File: src/hdl/sfs_pkg.sv
package sfs_pkg;
   // command opcodes seen on the serial link
   localparam logic [7:0] OP_WRITE_REGISTERS = 8'h01;
   localparam logic [7:0] OP_WRITE_DISABLE = 8'h04;
   localparam logic [7:0] OP_READ_STATUS = 8'h05;
   localparam logic [7:0] OP_WRITE_ENABLE = 8'h06;
   localparam logic [7:0] OP_CLEAR_STATUS = 8'h30;
   localparam logic [7:0] OP_READ_STATUS_TWO = 8'h07;
   localparam logic [7:0] OP_ERASE_SUSPEND = 8'h75;
   localparam logic [7:0] OP_PROGRAM_SUSPEND = 8'h85;
   localparam logic [7:0] OP_SOFT_RESET = 8'hF0;
   localparam logic [7:0] OP_PROGRAM = 8'h02;
   localparam logic [7:0] OP_SECTOR_ERASE = 8'hD8;
   localparam logic [7:0] OP_WHOLE_ERASE = 8'h60;
   // status byte field positions
   localparam int BIT_LOCK = 7;
   localparam int BIT_PERR = 6;
   localparam int BIT_EERR = 5;
   localparam int BIT_BP_HI = 4;
   localparam int BIT_BP_LO = 2;
   localparam int BIT_WEL = 1;
   localparam int BIT_BUSY = 0;
   // config bits, the volatile protect reset value and the last bit count
   localparam int CFG_PROTECT_VOLATILITY_BIT = 3;
   localparam int CFG_FREEZE = 0;
   localparam logic [2:0] BP_RESET_VOLATILE = 3'h7;
   localparam logic [2:0] BIT_COUNT_LAST = 3'h7;

   // status register contents
   typedef struct packed {
      logic status_write_lock;
      logic prog_err;
      logic erase_err;
      logic [2:0] protect_bits;
      logic write_enable_latch;
      logic busy_flag;
   } sfs_status_t;

   // events from the program/erase engine
   typedef struct packed {
      logic done_ok;
      logic prog_fail;
      logic erase_fail;
      logic prog_in_progress;
      logic erase_in_progress;
   } sfs_engine_t;

   // one-cycle command strobes toward the engine
   typedef struct packed {
      logic start_program;
      logic start_sector_erase;
      logic start_whole_erase;
      logic erase_suspend;
      logic program_suspend;
      logic soft_reset;
   } sfs_cmd_t;

   typedef enum logic [3:0] {
      ST_IDLE = 4'h1,
      ST_OPCODE = 4'h2,
      ST_DATA = 4'h4,
      ST_READOUT = 4'h8
   } sfs_phase_t;
endpackage

File: src/hdl/sfs_status_reg.sv
`timescale 1ns/1ps
module sfs_status_reg (
   input wire logic core_clk,
   input wire logic rst,
   input wire logic select_n,
   input wire logic serial_clk,
   input wire logic serial_in,
   input wire logic write_protect_n,
   input wire logic [7:0] config_register_one,
   input wire logic [2:0] nv_protect_bits,
   input wire logic nv_status_write_lock,
   input wire logic target_protected,
   input wire sfs_pkg::sfs_engine_t engine,
   output logic serial_out,
   output logic serial_out_en,
   output sfs_pkg::sfs_cmd_t cmd,
   output logic [7:0] flash_status_one
);
   typedef struct packed {
      logic [1:0] sel_sync;
      logic [1:0] clk_sync;
      logic [1:0] din_sync;
      logic [1:0] wp_sync;
      logic clk_prev;
      sfs_pkg::sfs_phase_t phase;
      logic [2:0] bit_cnt;
      logic [7:0] shift_in;
      logic [7:0] opcode;
      logic [7:0] shift_out;
      logic dout;
      logic dout_en;
      sfs_pkg::sfs_status_t status;
      sfs_pkg::sfs_cmd_t cmd;
   } sfs_state_t;

   // how a frame travels through this block:
   // - select low moves the phase from idle to opcode collection
   // - every link clock rise outside readout shifts one data bit in, msb first
   // - the eighth bit completes the opcode and the command is judged
   //   against busy, the write-enable latch and the protection state
   // - the OP_READ_STATUS opcode (not OP_READ_STATUS_TWO) switches to readout, where falling link
   //   edges move the status byte out and it reloads every eight bits
   // - any other opcode moves to the data phase; only a write-registers
   //   opcode that passed its checks may use the byte that follows
   // - select high drops whatever is unfinished and returns to idle
   // the link pins are sampled by the core clock, so the link clock must
   // stay well below a quarter of the core clock for edges to be seen
   sfs_state_t state;
   sfs_state_t next_state;

   // opcodes that a busy device still honours; every other opcode is
   // dropped without trace, which keeps a running operation safe from a
   // stray command sent by a confused host
   function automatic logic sfs_busy_allowed(input logic [7:0] op);
      case (op)
         sfs_pkg::OP_READ_STATUS, sfs_pkg::OP_READ_STATUS_TWO: begin
            sfs_busy_allowed = 1'b1; // polling must always work
         end
         sfs_pkg::OP_ERASE_SUSPEND, sfs_pkg::OP_PROGRAM_SUSPEND: begin
            sfs_busy_allowed = 1'b1; // the engine state decides later
         end
         sfs_pkg::OP_CLEAR_STATUS, sfs_pkg::OP_SOFT_RESET: begin
            sfs_busy_allowed = 1'b1; // the only ways out of an error
         end
         default: begin
            sfs_busy_allowed = 1'b0;
         end
      endcase
   endfunction

   // status struct to the byte seen by the host; the struct order
   // already matches the byte, so this is a plain repacking, kept as a
   // function so the readout and the output port cannot drift apart
   function automatic logic [7:0] sfs_pack(input sfs_pkg::sfs_status_t s);
      sfs_pack = s;
   endfunction

   logic selected;
   logic sclk_rise;
   logic sclk_fall;
   logic byte_done;
   logic [7:0] byte_val;
   logic hw_protected;
   logic frozen;

   // decode of synchronised link pins; first stage is never read here
   // edges come from comparing the second sync stage with its own
   // previous value, so a glitch shorter than a core cycle may be lost;
   // the data bit is taken from the same stage as the clock, so both
   // see the same delay and the bit is stable when the edge is found
   // the freeze bit is a level from logic on this clock and needs no sync
   always_comb begin
      selected = !state.sel_sync[1];
      sclk_rise = state.clk_sync[1] && !state.clk_prev;
      sclk_fall = !state.clk_sync[1] && state.clk_prev;
      byte_val = {state.shift_in[6:0], state.din_sync[1]};
      byte_done = selected && sclk_rise && (state.bit_cnt == sfs_pkg::BIT_COUNT_LAST);
      hw_protected = state.status.status_write_lock && !state.wp_sync[1];
      frozen = config_register_one[sfs_pkg::CFG_FREEZE];
   end

   always_comb begin
      next_state = state;
      next_state.sel_sync = {state.sel_sync[0], select_n};
      next_state.clk_sync = {state.clk_sync[0], serial_clk};
      next_state.din_sync = {state.din_sync[0], serial_in};
      next_state.wp_sync = {state.wp_sync[0], write_protect_n};
      next_state.clk_prev = state.clk_sync[1];
      next_state.cmd = '0;

      // engine events; error flags hold busy until cleared
      // an error also forces busy, so a flag is never seen high while
      // the device claims to be idle and ready for new work
      if (engine.prog_fail) begin
         next_state.status.prog_err = 1'b1;
         next_state.status.busy_flag = 1'b1;
      end
      if (engine.erase_fail) begin
         next_state.status.erase_err = 1'b1;
         next_state.status.busy_flag = 1'b1;
      end
      // a normal end of operation releases busy and the latch; with an
      // error pending the device must stay busy until clear-status or soft reset
      if (engine.done_ok && !state.status.prog_err && !state.status.erase_err &&
          !engine.prog_fail && !engine.erase_fail) begin
         next_state.status.busy_flag = 1'b0;
         next_state.status.write_enable_latch = 1'b0;
      end

      // link framing
      // deselect aborts any partial byte and stops driving the output;
      // the bit counter restarts so the next frame begins on a clean byte
      if (!selected) begin
         next_state.phase = sfs_pkg::ST_IDLE;
         next_state.bit_cnt = '0;
         next_state.dout_en = 1'b0;
      end else begin
         if (state.phase == sfs_pkg::ST_IDLE) begin
            next_state.phase = sfs_pkg::ST_OPCODE;
         end
         if (sclk_rise && state.phase != sfs_pkg::ST_READOUT) begin
            next_state.shift_in = byte_val;
            next_state.bit_cnt = state.bit_cnt + 3'h1;
         end
         // status byte leaves msb first on falling edges, wrapping
         // the reload takes the freshly computed status, so a busy flag
         // that drops during a long poll shows in the very next byte;
         // the last fall of a frame shifts once more, which is harmless
         // because the host has already taken its final bit
         if (state.phase == sfs_pkg::ST_READOUT && sclk_fall) begin
            next_state.dout = state.shift_out[7];
            next_state.dout_en = 1'b1;
            if (state.bit_cnt == sfs_pkg::BIT_COUNT_LAST) begin
               next_state.shift_out = sfs_pack(next_state.status);
            end else begin
               next_state.shift_out = {state.shift_out[6:0], 1'b0};
            end
            next_state.bit_cnt = state.bit_cnt + 3'h1;
         end
      end

      // opcode byte complete
      // after the opcode the frame never returns to opcode collection:
      // a trailing byte of a refused command must not be taken as a
      // second opcode, or a refused write could carry a hidden command
      // opcode is kept only for an accepted write-registers command and
      // is otherwise emptied, so the data phase knows what it may do
      if (byte_done && state.phase == sfs_pkg::ST_OPCODE) begin
         next_state.opcode = '0;
         next_state.bit_cnt = '0;
         next_state.phase = sfs_pkg::ST_DATA;
         if (!state.status.busy_flag || sfs_busy_allowed(byte_val)) begin
            case (byte_val)
               sfs_pkg::OP_READ_STATUS: begin
                  next_state.phase = sfs_pkg::ST_READOUT;
                  next_state.shift_out = sfs_pack(state.status);
               end
               sfs_pkg::OP_WRITE_ENABLE: begin
                  next_state.status.write_enable_latch = 1'b1;
               end
               sfs_pkg::OP_WRITE_DISABLE: begin
                  next_state.status.write_enable_latch = 1'b0;
               end
               sfs_pkg::OP_CLEAR_STATUS: begin
                  // clear loses to an error landing this cycle, and so
                  // does the release of busy, or a fresh error would sit
                  // in the byte while the device looks idle
                  next_state.status.prog_err = engine.prog_fail;
                  next_state.status.erase_err = engine.erase_fail;
                  if ((state.status.prog_err || state.status.erase_err) &&
                      !engine.prog_fail && !engine.erase_fail) begin
                     next_state.status.busy_flag = 1'b0;
                  end
               end
               sfs_pkg::OP_ERASE_SUSPEND: begin
                  next_state.cmd.erase_suspend = engine.erase_in_progress;
               end
               sfs_pkg::OP_PROGRAM_SUSPEND: begin
                  next_state.cmd.program_suspend = engine.prog_in_progress;
               end
               sfs_pkg::OP_SOFT_RESET: begin
                  next_state.cmd.soft_reset = 1'b1;
                  next_state.status.write_enable_latch = 1'b0;
                  next_state.status.busy_flag = 1'b0;
                  next_state.status.prog_err = 1'b0;
                  next_state.status.erase_err = 1'b0;
                  if (config_register_one[sfs_pkg::CFG_PROTECT_VOLATILITY_BIT]) begin
                     next_state.status.protect_bits = sfs_pkg::BP_RESET_VOLATILE;
                  end
               end
               sfs_pkg::OP_WRITE_REGISTERS: begin
                  // data byte follows; the checks are made here, at the opcode
                  if (state.status.write_enable_latch && !hw_protected) begin
                     next_state.opcode = byte_val;
                  end
               end
               sfs_pkg::OP_PROGRAM: begin
                  if (state.status.write_enable_latch) begin
                     next_state.status.busy_flag = 1'b1;
                     if (target_protected) begin
                        next_state.status.prog_err = 1'b1;
                     end else begin
                        next_state.cmd.start_program = 1'b1;
                     end
                  end
               end
               sfs_pkg::OP_SECTOR_ERASE: begin
                  if (state.status.write_enable_latch) begin
                     next_state.status.busy_flag = 1'b1;
                     if (target_protected) begin
                        next_state.status.erase_err = 1'b1;
                     end else begin
                        next_state.cmd.start_sector_erase = 1'b1;
                     end
                  end
               end
               sfs_pkg::OP_WHOLE_ERASE: begin
                  // skipped protected sectors inside never raise an error
                  if (state.status.write_enable_latch && state.status.protect_bits == 3'h0) begin
                     next_state.status.busy_flag = 1'b1;
                     next_state.cmd.start_whole_erase = 1'b1;
                  end
               end
               default: begin
               end
            endcase
         end
      end

      // register data byte complete: the lock bit loads, protect bits load unless frozen, the latch clears
      // any other byte in the data phase is shifted in and dropped; the
      // opcode is emptied at once so later bytes of the same frame can
      // never write a second time; the error and busy bits are read-only
      // here and the latch only clears, whatever the host sends in their positions
      if (byte_done && state.phase == sfs_pkg::ST_DATA) begin
         next_state.bit_cnt = '0;
         next_state.opcode = '0;
         if (state.opcode == sfs_pkg::OP_WRITE_REGISTERS) begin
            next_state.status.status_write_lock = byte_val[sfs_pkg::BIT_LOCK];
            if (!frozen) begin
               next_state.status.protect_bits = byte_val[sfs_pkg::BIT_BP_HI:sfs_pkg::BIT_BP_LO];
            end
            next_state.status.write_enable_latch = 1'b0;
         end
      end
   end

   // reset loads defaults; protect bits come from storage unless volatile
   // the reset is synchronous, so reading the stored-value ports here is
   // safe; select sync starts high and the edge history low, matching
   // the idle levels of the pins so no false edge follows reset
   always_ff @(posedge core_clk) begin
      if (rst) begin
         state <= '0;
         state.sel_sync <= 2'h3;
         state.clk_prev <= 1'b0;
         state.phase <= sfs_pkg::ST_IDLE;
         state.status.status_write_lock <= nv_status_write_lock;
         state.status.protect_bits <= config_register_one[sfs_pkg::CFG_PROTECT_VOLATILITY_BIT] ?
            sfs_pkg::BP_RESET_VOLATILE : nv_protect_bits;
      end else begin
         state <= next_state;
      end
   end

   // every output comes straight from a register of the state struct,
   // so the host sees no combinational path from the link pins; the
   // command strobes last exactly one core cycle
   assign serial_out = state.dout;
   assign serial_out_en = state.dout_en;
   assign cmd = state.cmd;
   assign flash_status_one = sfs_pack(state.status);
endmodule

File: config.mk
export PLATFORM = sky130hd
export DESIGN_NAME = sfs_status_reg
export DESIGN_NICKNAME = d
export VERILOG_FILES = /design/src/hdl/sfs_pkg.sv /design/src/hdl/sfs_status_reg.sv
export SDC_FILE = /design/constraint.sdc
export NUM_CORES = 1
export LEC_CHECK = 0
export ABC_AREA = 1
export ABC_CLOCK_PERIOD_IN_PS = 2910
export BUFFER_PORTS_ARGS = -buffer_cell sky130_fd_sc_hd__buf_2
export CORE_ASPECT_RATIO = 0.7
export CORE_MARGIN = 2
export CORE_UTILIZATION = 45
export CTS_BUF_LIST = sky130_fd_sc_hd__clkbuf_2
export DETAILED_ROUTE_END_ITERATION = 10
export GPL_TIMING_DRIVEN = 1
export PLACE_DENSITY = 0.65
export SLEW_MARGIN = 0
export SYNTH_ARGS = -nofsm -noshare
export SYNTH_HDL_FRONTEND = slang
export SYNTH_SLANG_ARGS = --single-unit
File: constraint.sdc
create_clock -name core_clk -period 2.91 [get_ports core_clk]
set_input_delay 0.4365 -clock core_clk [delete_from_list [all_inputs] [get_ports core_clk]]
set_output_delay 0.4365 -clock core_clk [all_outputs]
set_load 0.03 [all_outputs]
==> impl_metrics.json, run 1 <==
{
  "seqPwrFrac_pct": 64.8,
  "grt_start_max_net_pins": 27,
  "crit_path_start_kind": "register",
  "drive_gt1_share_pct": 17.17,
  "tightest_slew_ps": 651.4,
  "tritoncts": "done",
  "grt_pass1_wl_mm": 10.78,
  "synth.area.top_cells": "dfxtp_1, nand2_1, nor2_1",
  "gr-total-overflow": 0,
  "syn-cell-area_um2": 2806,
  "core_area_um2": 6126,
  "required_ps": 3340,
  "root_buffer": "clkbuf_2",
  "wl_per_cell_um": 12.35,
  "dieArea_um2": 6894,
  "relSlewSlack_pct": 56.53,
  "nets": 457,
  "vias_per_cell": 4.861,
  "period_share_pct": 77.79,
  "drc": 0,
  "async_flop_share_pct": 0,
  "setup_viol": 0,
  "drv_cap": 0,
  "synthMuxAreaShare_pct": 0,
  "drt_wl_total_mm": 6.286,
  "cts_buffer_depth": 2,
  "pwr-share-comb_pct": 9.0,
  "synth_fa_ha_area_share_pct": 0.8917,
  "critPathMaxFanout": 12,
  "insertion_delay_ps": 460,
  "synth_xor_area_share_pct": 0.3121,
  "syn_area_per_cell_um2": 6.763,
  "fp.dieW_um": 98.39,
  "rsz0062_at_grt": "false",
  "power_leakage_nw": 1.376,
  "num_rows": 24,
  "synthesis.nets": 441,
  "switching_share_pct": 28.53,
  "critPathCaptureType": "register",
  "p_clk_share_pct": 26.2,
  "switching_power_mw": 0.3468,
  "track_usage_pct": 19.37,
  "clkTransAtPathRegs_ps": 290,
  "syn_to_final_growth_pct": 5.038,
  "h-tree-depth": 2,
  "finalWeightedCongestion": 0.9095,
  "synth_edf_count": 1,
  "drtIter0Drc": 163,
  "drv_slew": 0,
  "hpwl_mm": 4.758,
  "postCtsSetupBuffers": 0,
  "skew_ps": 23.01,
  "dpl_cell_area_um2": 2908,
  "num_antenna_cells": 0,
  "cts_resized": 0,
  "tns_ps": 0,
  "synth-compound-area-share_pct": 9.675,
  "ant_nets": 0,
  "crit_type": "reg2reg",
  "peakVddDrop_uv": 243.9,
  "firstDrtPassIters": 4,
  "yosys_most_used_dff": "dfxtp_1",
  "initial_utilization_pct": 45.81,
  "port_buffers": 33,
  "die_y_um": 70.07,
  "clock.fmax_mhz": 441.7,
  "antenna_found_initial": 0,
  "postCtsHoldBufs": 0,
  "vias": 2474,
  "ys_types": 33,
  "finalInstanceArea_um2": 2948,
  "synth-simple-area-share_pct": 34.95,
  "outcome": "finished clean",
  "fin_crit_ps": 2264,
  "cts_made_buffers": 5,
  "hold_path_class": "in2reg",
  "yosysSeqAreaShare_pct": 39.59,
  "postSynthCellCount": 415,
  "power.internal_mw": 0.8686,
  "yosys_warnings": 0,
  "power_mw": 1.215,
  "crit_arrival_ps": 2690,
  "synth_top_cell_area_share_pct": 38.52,
  "ys_seq_elements": 55,
  "clock-sinks": 55,
  "grt_pass1_vias": 2336,
  "pin_count": 40,
  "synth_top_family_by_area": "simple AND/OR/NAND/NOR gates",
  "cellPowerDensity_nw_per_um2": 412.3,
  "nFillCells": 663,
  "hold_viol": 0,
  "synth_top_area_cell": "dfxtp_1"
}
## cells in the mapped netlist, types with 2 or more instances
master and n:
nand2_2 10, o21ai_0 18, clkbuf_1 5, buf_6 2, nor2_4 2, inv_1 53
nand4_1 5, o211ai_1 5, dfxtp_1 54, nand3_1 19, nor2_2 4, a21oi_1 18
inv_2 9, nand2_1 92, ha_1 2, buf_4 16, buf_2 3, nor2_1 68
nor3_1 12, or2_2 2, nand3_2 4
## final timing paths
check | slack (ps) | cells past startpoint | to | from
max | 650 | 9 | flash_status_one[0] | state[40]
min | 130 | 2 | next_state[55] | select_n
max reg2reg | 650 | 9 | flash_status_one[0] | state[40]
min reg2reg | 420 | 2 | byte_val[0] | next_state[51]
## critical path: stages (launching register included)
cell	delay, ps
dfxtp_1	420
ha_1	160
ha_1	360
nand3_1	180
nor2_2	490
buf_4	300
nand3_2	100
nand2_1	80
nand2_1	50
nor2_1	90
## state kept, by name (all words and copies together) (netlist names)
signal,count
flash_status_one,8
byte_val,8
state,26
serial_out_en,1
next_state,5
cmd,6
serial_out,1
## layer usage
layer	GRT usage, %	wire [um]	up-vias
li1	-	-	1310
met1	28.22	3285	1095
met2	30.01	2631	65
met3	3.904	339	4
met4	3.653	29	0
met5	0	0	-
## cell families after synthesis
| logic type | count (synthesis) |
|---|---|
| DFF | 55 |
| adders and majority gates | 2 |
| xor gates and xnor gates | 1 |
| AOI/OAI and AO/OA | 48 |
| buffers and inverters | 88 |
| and+or+nand+nor | 221 |
## power by group through the flow
stage	Clock [mW]	Sequential [mW]	Combinational, mW
after floorplan	0	0.797	0.0897
after global placement	0	0.801	0.109
after detailed placement	0	0.801	0.109
after CTS	0.324	0.788	0.110
after global routing	0.347	0.792	0.123
final	0.318	0.788	0.110
## layout by cell type, fill, tap and decap left out, types with 4 or more instances in the layout
| cell | n |
|---|---|
| nand2_1 | 92 |
| clkbuf_2 | 5 |
| nand4_1 | 5 |
| nand2_2 | 10 |
| nor3_1 | 12 |
| buf_2 | 33 |
| inv_1 | 53 |
| nand3_1 | 19 |
| a21oi_1 | 18 |
| nor2_1 | 68 |
| o21ai_0 | 18 |
| nor2_2 | 4 |
| inv_2 | 9 |
| o211ai_1 | 5 |
| nand3_2 | 4 |
| dfxtp_1 | 54 |
## through the flow
| stage | utilization (%) | cells | hold slack, ps | worst slack (ps) |
|---|---|---|---|---|
| after floorplan | - | 415 | 388.3 | 1281 |
| after global placement | 47.47 | 502 | 390.4 | 726.8 |
| after detailed placement | 47.47 | 502 | 392.3 | 694.1 |
| after CTS | 48.12 | 509 | 112.6 | 628.8 |
| after global routing | 48.12 | 509 | 86.44 | 380.8 |
| final | 48.12 | 509 | 126.9 | 646.2 |
## area by class of cell
| class | instances | area [um2] | share of cell area [%] |
|---|---|---|---|
| Clock buffer | 5 | 25.02 | 0.8489 |
| Clock inverter | 2 | 15.01 | 0.5093 |
| Inverter | 62 | 232.7 | 7.895 |
| Multi-Input combinational cell | 272 | 1286 | 43.63 |
| Sequential cell | 55 | 1111 | 37.69 |
| Tap cell | 78 | 97.59 | 3.311 |
| Timing Repair Buffer | 35 | 180.2 | 6.112 |
Note: power is estimated with default switching activity, not from simulation.
==> run 2: changes to the inputs <==
--- a/config.mk
+++ b/config.mk
@@ -5,8 +5,8 @@
 export SDC_FILE = /design/constraint.sdc
 export NUM_CORES = 1
 export LEC_CHECK = 0
-export ABC_AREA = 1
-export ABC_CLOCK_PERIOD_IN_PS = 2910
+export ABC_AREA = 0
+export ABC_CLOCK_PERIOD_IN_PS = 2300
 export BUFFER_PORTS_ARGS = -buffer_cell sky130_fd_sc_hd__buf_2
 export CORE_ASPECT_RATIO = 0.7
 export CORE_MARGIN = 2
==> constraint.sdc (replaced) <==
create_clock -name core_clk -period 2.3 [get_ports core_clk]
set_input_delay 0.345 -clock core_clk [delete_from_list [all_inputs] [get_ports core_clk]]
set_output_delay 0.345 -clock core_clk [all_outputs]
set_load 0.03 [all_outputs]
==> run 2 against run 1 <==
Compared with the run above: worst setup slack lost 500 ps; wire length shrank 3.8%; synthesized cell count shrank 31%; fmax grew 4.9%; clock power grew 25%; sequential power grew 27%; largest power group unchanged.
==> impl_metrics.json, run 2 <==
{
  "outcome": "finished clean",
  "finalInstanceArea_um2": 2875,
  "wl_per_cell_um": 15.67,
  "finalNonFillerCells": 386,
  "hold_viol": 0,
  "num_rows": 23,
  "initial_utilization_pct": 46.40,
  "clock.fmax_mhz": 463.6,
  "postSynthCellCount": 286,
  "period_share_pct": 93.79,
  "peakVddDrop_uv": 286.2,
  "crit_arrival_ps": 2550,
  "post-place-ws_ps": 191.6,
  "antenna_found_initial": 0,
  "r2r_cells": 5,
  "postLayoutCoreUtil_pct": 50.46,
  "drive_gt1_share_pct": 25.40,
  "cts_made_buffers": 5,
  "yosys_most_used_dff": "dfxtp_1",
  "num_antenna_cells": 0,
  "critical_path.startpoint": "byte_val[1]",
  "required_ps": 2700,
  "nets": 336,
  "grt_pass1_vias": 1842,
  "tritoncts": "done",
  "synth_top_cell_area_share_pct": 40.89,
  "syn_area_per_cell_um2": 9.244,
  "tightest_slew_ps": 580.1,
  "gr-total-overflow": 0,
  "dpl_cell_area_um2": 2810,
  "yosysSeqAreaShare_pct": 42.03,
  "synth_most_common_cell": "dfxtp_1",
  "layout_commonest_cell": "dfxtp_1",
  "ant_nets": 0,
  "drc": 0,
  "syn-cell-area_um2": 2644,
  "yosys-top-cells-count": "dfxtp_1, nor2_1, nand2_1",
  "synth_top_area_cell": "dfxtp_1",
  "cpMaxStageDelayCell": "or4_1",
  "critical_path_buf_inv_count": 0,
  "drtIter0Drc": 149,
  "grt_pass1_wl_mm": 9.742,
  "crit_type": "reg2reg",
  "power_mw": 1.506,
  "ys_types": 61,
  "r2r-end": "cmd[3]",
  "largest_reg_flops": 26,
  "nFillCells": 551,
  "drt_wl_total_mm": 6.047,
  "synth.area.top_cells": "dfxtp_1, mux2i_1, buf_4",
  "path_delay_family": "simple AND/OR/NAND/NOR gates",
  "hold_path_class": "in2reg",
  "r2r-start": "byte_val[1]",
  "h-tree-depth": 2,
  "rsz0062_at_grt": "false",
  "fin_hold_ws_ps": 70.31,
  "pin_count": 40,
  "firstDrtPassIters": 4,
  "synth_edf_count": 1,
  "ys_seq_elements": 55,
  "fin_crit_ps": 2157,
  "track_usage_pct": 20.10,
  "async_flop_share_pct": 0,
  "finalWeightedCongestion": 0.9346,
  "r2r_setup_slack_ps": 140,
  "placedCellCount": 377,
  "core_area_um2": 5698,
  "dieArea_um2": 6514,
  "synthesis.nets": 312,
  "fp.dieW_um": 95.62,
  "cp-endpoint": "cmd[3]",
  "worst_slack_ps": 142.9,
  "critPathMaxFanout": 8,
  "root_buffer": "clkbuf_2",
  "hpwl_mm": 4.475,
  "top_register": "state",
  "tns_ps": 0,
  "drv_slew": 0,
  "path_cells": "or4_1 -> or3_4 -> a41oi_4 -> nand2_4 -> nor3_1",
  "relSlewSlack_pct": 61.00,
  "cellPowerDensity_nw_per_um2": 523.7,
  "clock-sinks": 55,
  "syn_to_final_growth_pct": 8.755,
  "vias_per_cell": 5.645,
  "drv_cap": 0,
  "setup_viol": 0,
  "power_leakage_nw": 1.191,
  "path_depth": 5,
  "slowest_delay_ps": 580,
  "crit_path_start_kind": "register",
  "port_buffers": 33,
  "most-common-layout-cells": "dfxtp_1, buf_2, nor2_1",
  "critPathCaptureType": "register",
  "grt_start_max_net_pins": 20,
  "die_y_um": 68.13,
  "insertion_delay_ps": 450,
  "yosys_warnings": 0,
  "clkTransAtPathRegs_ps": 280,
  "vias": 2179,
  "cts_buffer_depth": 2,
  "skew_ps": 7.885
}
-- run 2: kinds of logic (layout without fill, tap and decap cells) --
| group | Yosys count | in the layout | synth area share [%] |
|---|---|---|---|
| muxes | 18 | 18 | 6.862 |
| and+or+nand+nor | 126 | 126 | 27.69 |
| xor gates and xnor gates | 2 | 2 | 0.6627 |
| AOI/OAI and AO/OA | 48 | 48 | 13.77 |
| adders and majority gates | 2 | 2 | 0.9464 |
| DFF | 55 | 55 | 42.03 |
| buffers and inverters | 35 | 60 | 8.045 |
-- run 2: worst min-delay path by stage --
stage,to,start,cells past startpoint,slack (ps)
after floorplan,state[55],next_state[55],1,390
after global placement,state[55],next_state[55],1,390
after detailed placement,state[55],next_state[55],1,410
after CTS,next_state[55],select_n,2,10
after global routing,next_state[51],serial_in,2,9
final,next_state[49],write_protect_n,2,70
-- run 2: per-layer routing --
metal	GRT usage, %	vias to the layer above	share of wire [%]
met5	0	-	0
met2	27.62	76	40
li1	-	1069	-
met4	5.000	0	0.35
met1	31.39	1031	53
met3	4.185	3	6.4
-- run 2: area by class of cell --
class                   count  area (um2)  share of cell area (%)
clock inverters             3       25.02                  0.8703
well taps                  75       93.84                   3.264
multi-input cells         196        1325                   46.08
flip-flops and latches     55        1111                   38.64
inverters                   4       15.01                  0.5222
repair buffers             48       280.3                   9.748
clock buffers               5       25.02                  0.8703
-- run 2: timing repair --
item,4_1_cts,5_1_grt
gates resized for setup,0,1
hold buffers,0,1
hold endpoints to repair,0,1
endpoints found under the setup margin,0,1
buffers inserted,0,0
-- run 2: power breakdown --
| group | internal (mW) | switching [mW] | leakage (nW) |
|---|---|---|---|
| logic | 0.0459 | 0.0652 | 0.713 |
| clock network | 0.0792 | 0.319 | 0.0292 |
| registers | 0.977 | 0.0196 | 0.449 |
==> run 3: changes to the inputs <==
--- a/config.mk
+++ b/config.mk
@@ -8,7 +8,6 @@
 export ABC_AREA = 0
 export ABC_CLOCK_PERIOD_IN_PS = 2300
 export BUFFER_PORTS_ARGS = -buffer_cell sky130_fd_sc_hd__buf_2
-export CORE_ASPECT_RATIO = 0.7
 export CORE_MARGIN = 2
 export CORE_UTILIZATION = 45
 export CTS_BUF_LIST = sky130_fd_sc_hd__clkbuf_2
==> run 3 against run 2 <==
Compared with the run above: clock power grew 28%; global-route usage down 1.6 points; clock skew grew 12 ps; critical path depth unchanged; final area rose by 0.39%; power is 7.3% higher; worst setup slack better by 42 ps; core utilization increased by 1.3 points; sequential share of layout area shrank 0.15 points; sequential power about the same; largest power group unchanged.
==> impl_metrics.json, run 3 (synthesis results as in run 2) <==
{
  "num_antenna_cells": 0,
  "drive_gt1_share_pct": 25.16,
  "hold_path_class": "in2reg",
  "grt_pass1_wl_mm": 9.273,
  "grt_start_max_net_pins": 20,
  "core_area_um2": 5574,
  "postLayoutCoreUtil_pct": 51.78,
  "fp.dieW_um": 80.65,
  "pin_count": 40,
  "drt_wl_total_mm": 5.584,
  "ant_nets": 0,
  "period_share_pct": 91.95,
  "hold_viol": 0,
  "dpl_cell_area_um2": 2799,
  "setup_viol": 0,
  "finalNonFillerCells": 382,
  "largest_reg_flops": 26,
  "clock.fmax_mhz": 472.9,
  "required_ps": 2700,
  "tritoncts": "done",
  "crit_path_start_kind": "register",
  "drc": 0,
  "fin_hold_ws_ps": 66.45,
  "syn_to_final_growth_pct": 9.181,
  "initial_utilization_pct": 47.43,
  "root_buffer": "clkbuf_2",
  "fin_crit_ps": 2115,
  "die_y_um": 80.65,
  "crit_arrival_ps": 2520,
  "clkTransAtPathRegs_ps": 280,
  "firstDrtPassIters": 4,
  "tightest_slew_ps": 460.2,
  "finalWeightedCongestion": 0.8290,
  "critical_path.startpoint": "byte_val[1]",
  "vias": 2129,
  "worst_slack_ps": 185.3,
  "min-delay-start": "engine[1]",
  "drv_slew": 0,
  "insertion_delay_ps": 450,
  "outcome": "finished clean",
  "drv_cap": 0,
  "h-tree-depth": 2,
  "hpwl_mm": 4.039,
  "track_usage_pct": 18.47,
  "grt_pass1_vias": 1958,
  "layout_commonest_cell": "dfxtp_1",
  "placedCellCount": 373,
  "cts_made_buffers": 5,
  "most-common-layout-cells": "dfxtp_1, buf_2, nor2_1",
  "clock-sinks": 55,
  "critPathCaptureType": "register",
  "peakVddDrop_uv": 329.4,
  "nets": 335,
  "power_mw": 1.615,
  "skew_ps": 19.83,
  "crit_type": "reg2reg",
  "drtIter0Drc": 127,
  "critPathMaxFanout": 8,
  "r2r-start": "byte_val[1]",
  "finalInstanceArea_um2": 2887,
  "wl_per_cell_um": 14.62,
  "cts_buffer_depth": 2,
  "cellPowerDensity_nw_per_um2": 559.6,
  "rsz0062_at_grt": "false",
  "vias_per_cell": 5.573,
  "num_rows": 27,
  "port_buffers": 33,
  "power_leakage_nw": 1.201,
  "post-place-ws_ps": 215.1,
  "tns_ps": 0,
  "antenna_found_initial": 0,
  "relSlewSlack_pct": 69.00,
  "gr-total-overflow": 0,
  "dieArea_um2": 6504,
  "top_register": "state"
}
==> run 3: path summary, 6_finish.rpt <==
kind | depth (start not counted) | slack (ps) | endpoint
setup / recovery | 5 | 190 | cmd[4]
hold / removal | 3 | 70 | cmd[1]
setup reg to reg | 5 | 190 | cmd[4]
hold reg to reg | 1 | 450 | state[55]
==> run 3: what timing repair did <==
action	in CTS	in global routing
hold endpoints to repair	0	1
resized for setup	0	1
buffers inserted	0	0
setup endpoints to repair	0	2
hold buffers	0	1
==> run 3: area by class of cell <==
cell class / count / area, um2
flip-flops and latches: 55 / 1111
repair buffers: 47 / 272.8
multi-input cells: 196 / 1325
fillers: 564 / 2688
clock inverters: 3 / 47.55
clock buffers: 5 / 25.02
inverters: 4 / 15.01
well taps: 72 / 90.09
==> run 3: where the power goes <==
group / switching, mW / internal (mW) / total (mW)
sequential: 0.0200 / 0.977 / 0.997
combinational: 0.0630 / 0.0458 / 0.109
clock: 0.318 / 0.191 / 0.509
total: 0.402 / 1.21 / 1.62
==> run 3: critical path: stages, from the launching register on <==
cell and delay [ps]:
dfxtp_1 370, or4_1 570, or3_4 460, a41oi_4 340, nand2_4 140, nor4_4 200
==> run 3: per-layer routing <==
| layer | share of wire, % | up-vias | GRT usage, % |
|---|---|---|---|
| met5 | 0 | - | 0 |
| met4 | 0.91 | 0 | 6.102 |
| met3 | 6.6 | 5 | 3.483 |
| met2 | 45 | 69 | 29.25 |
| met1 | 47 | 983 | 25.23 |
| li1 | - | 1072 | - |
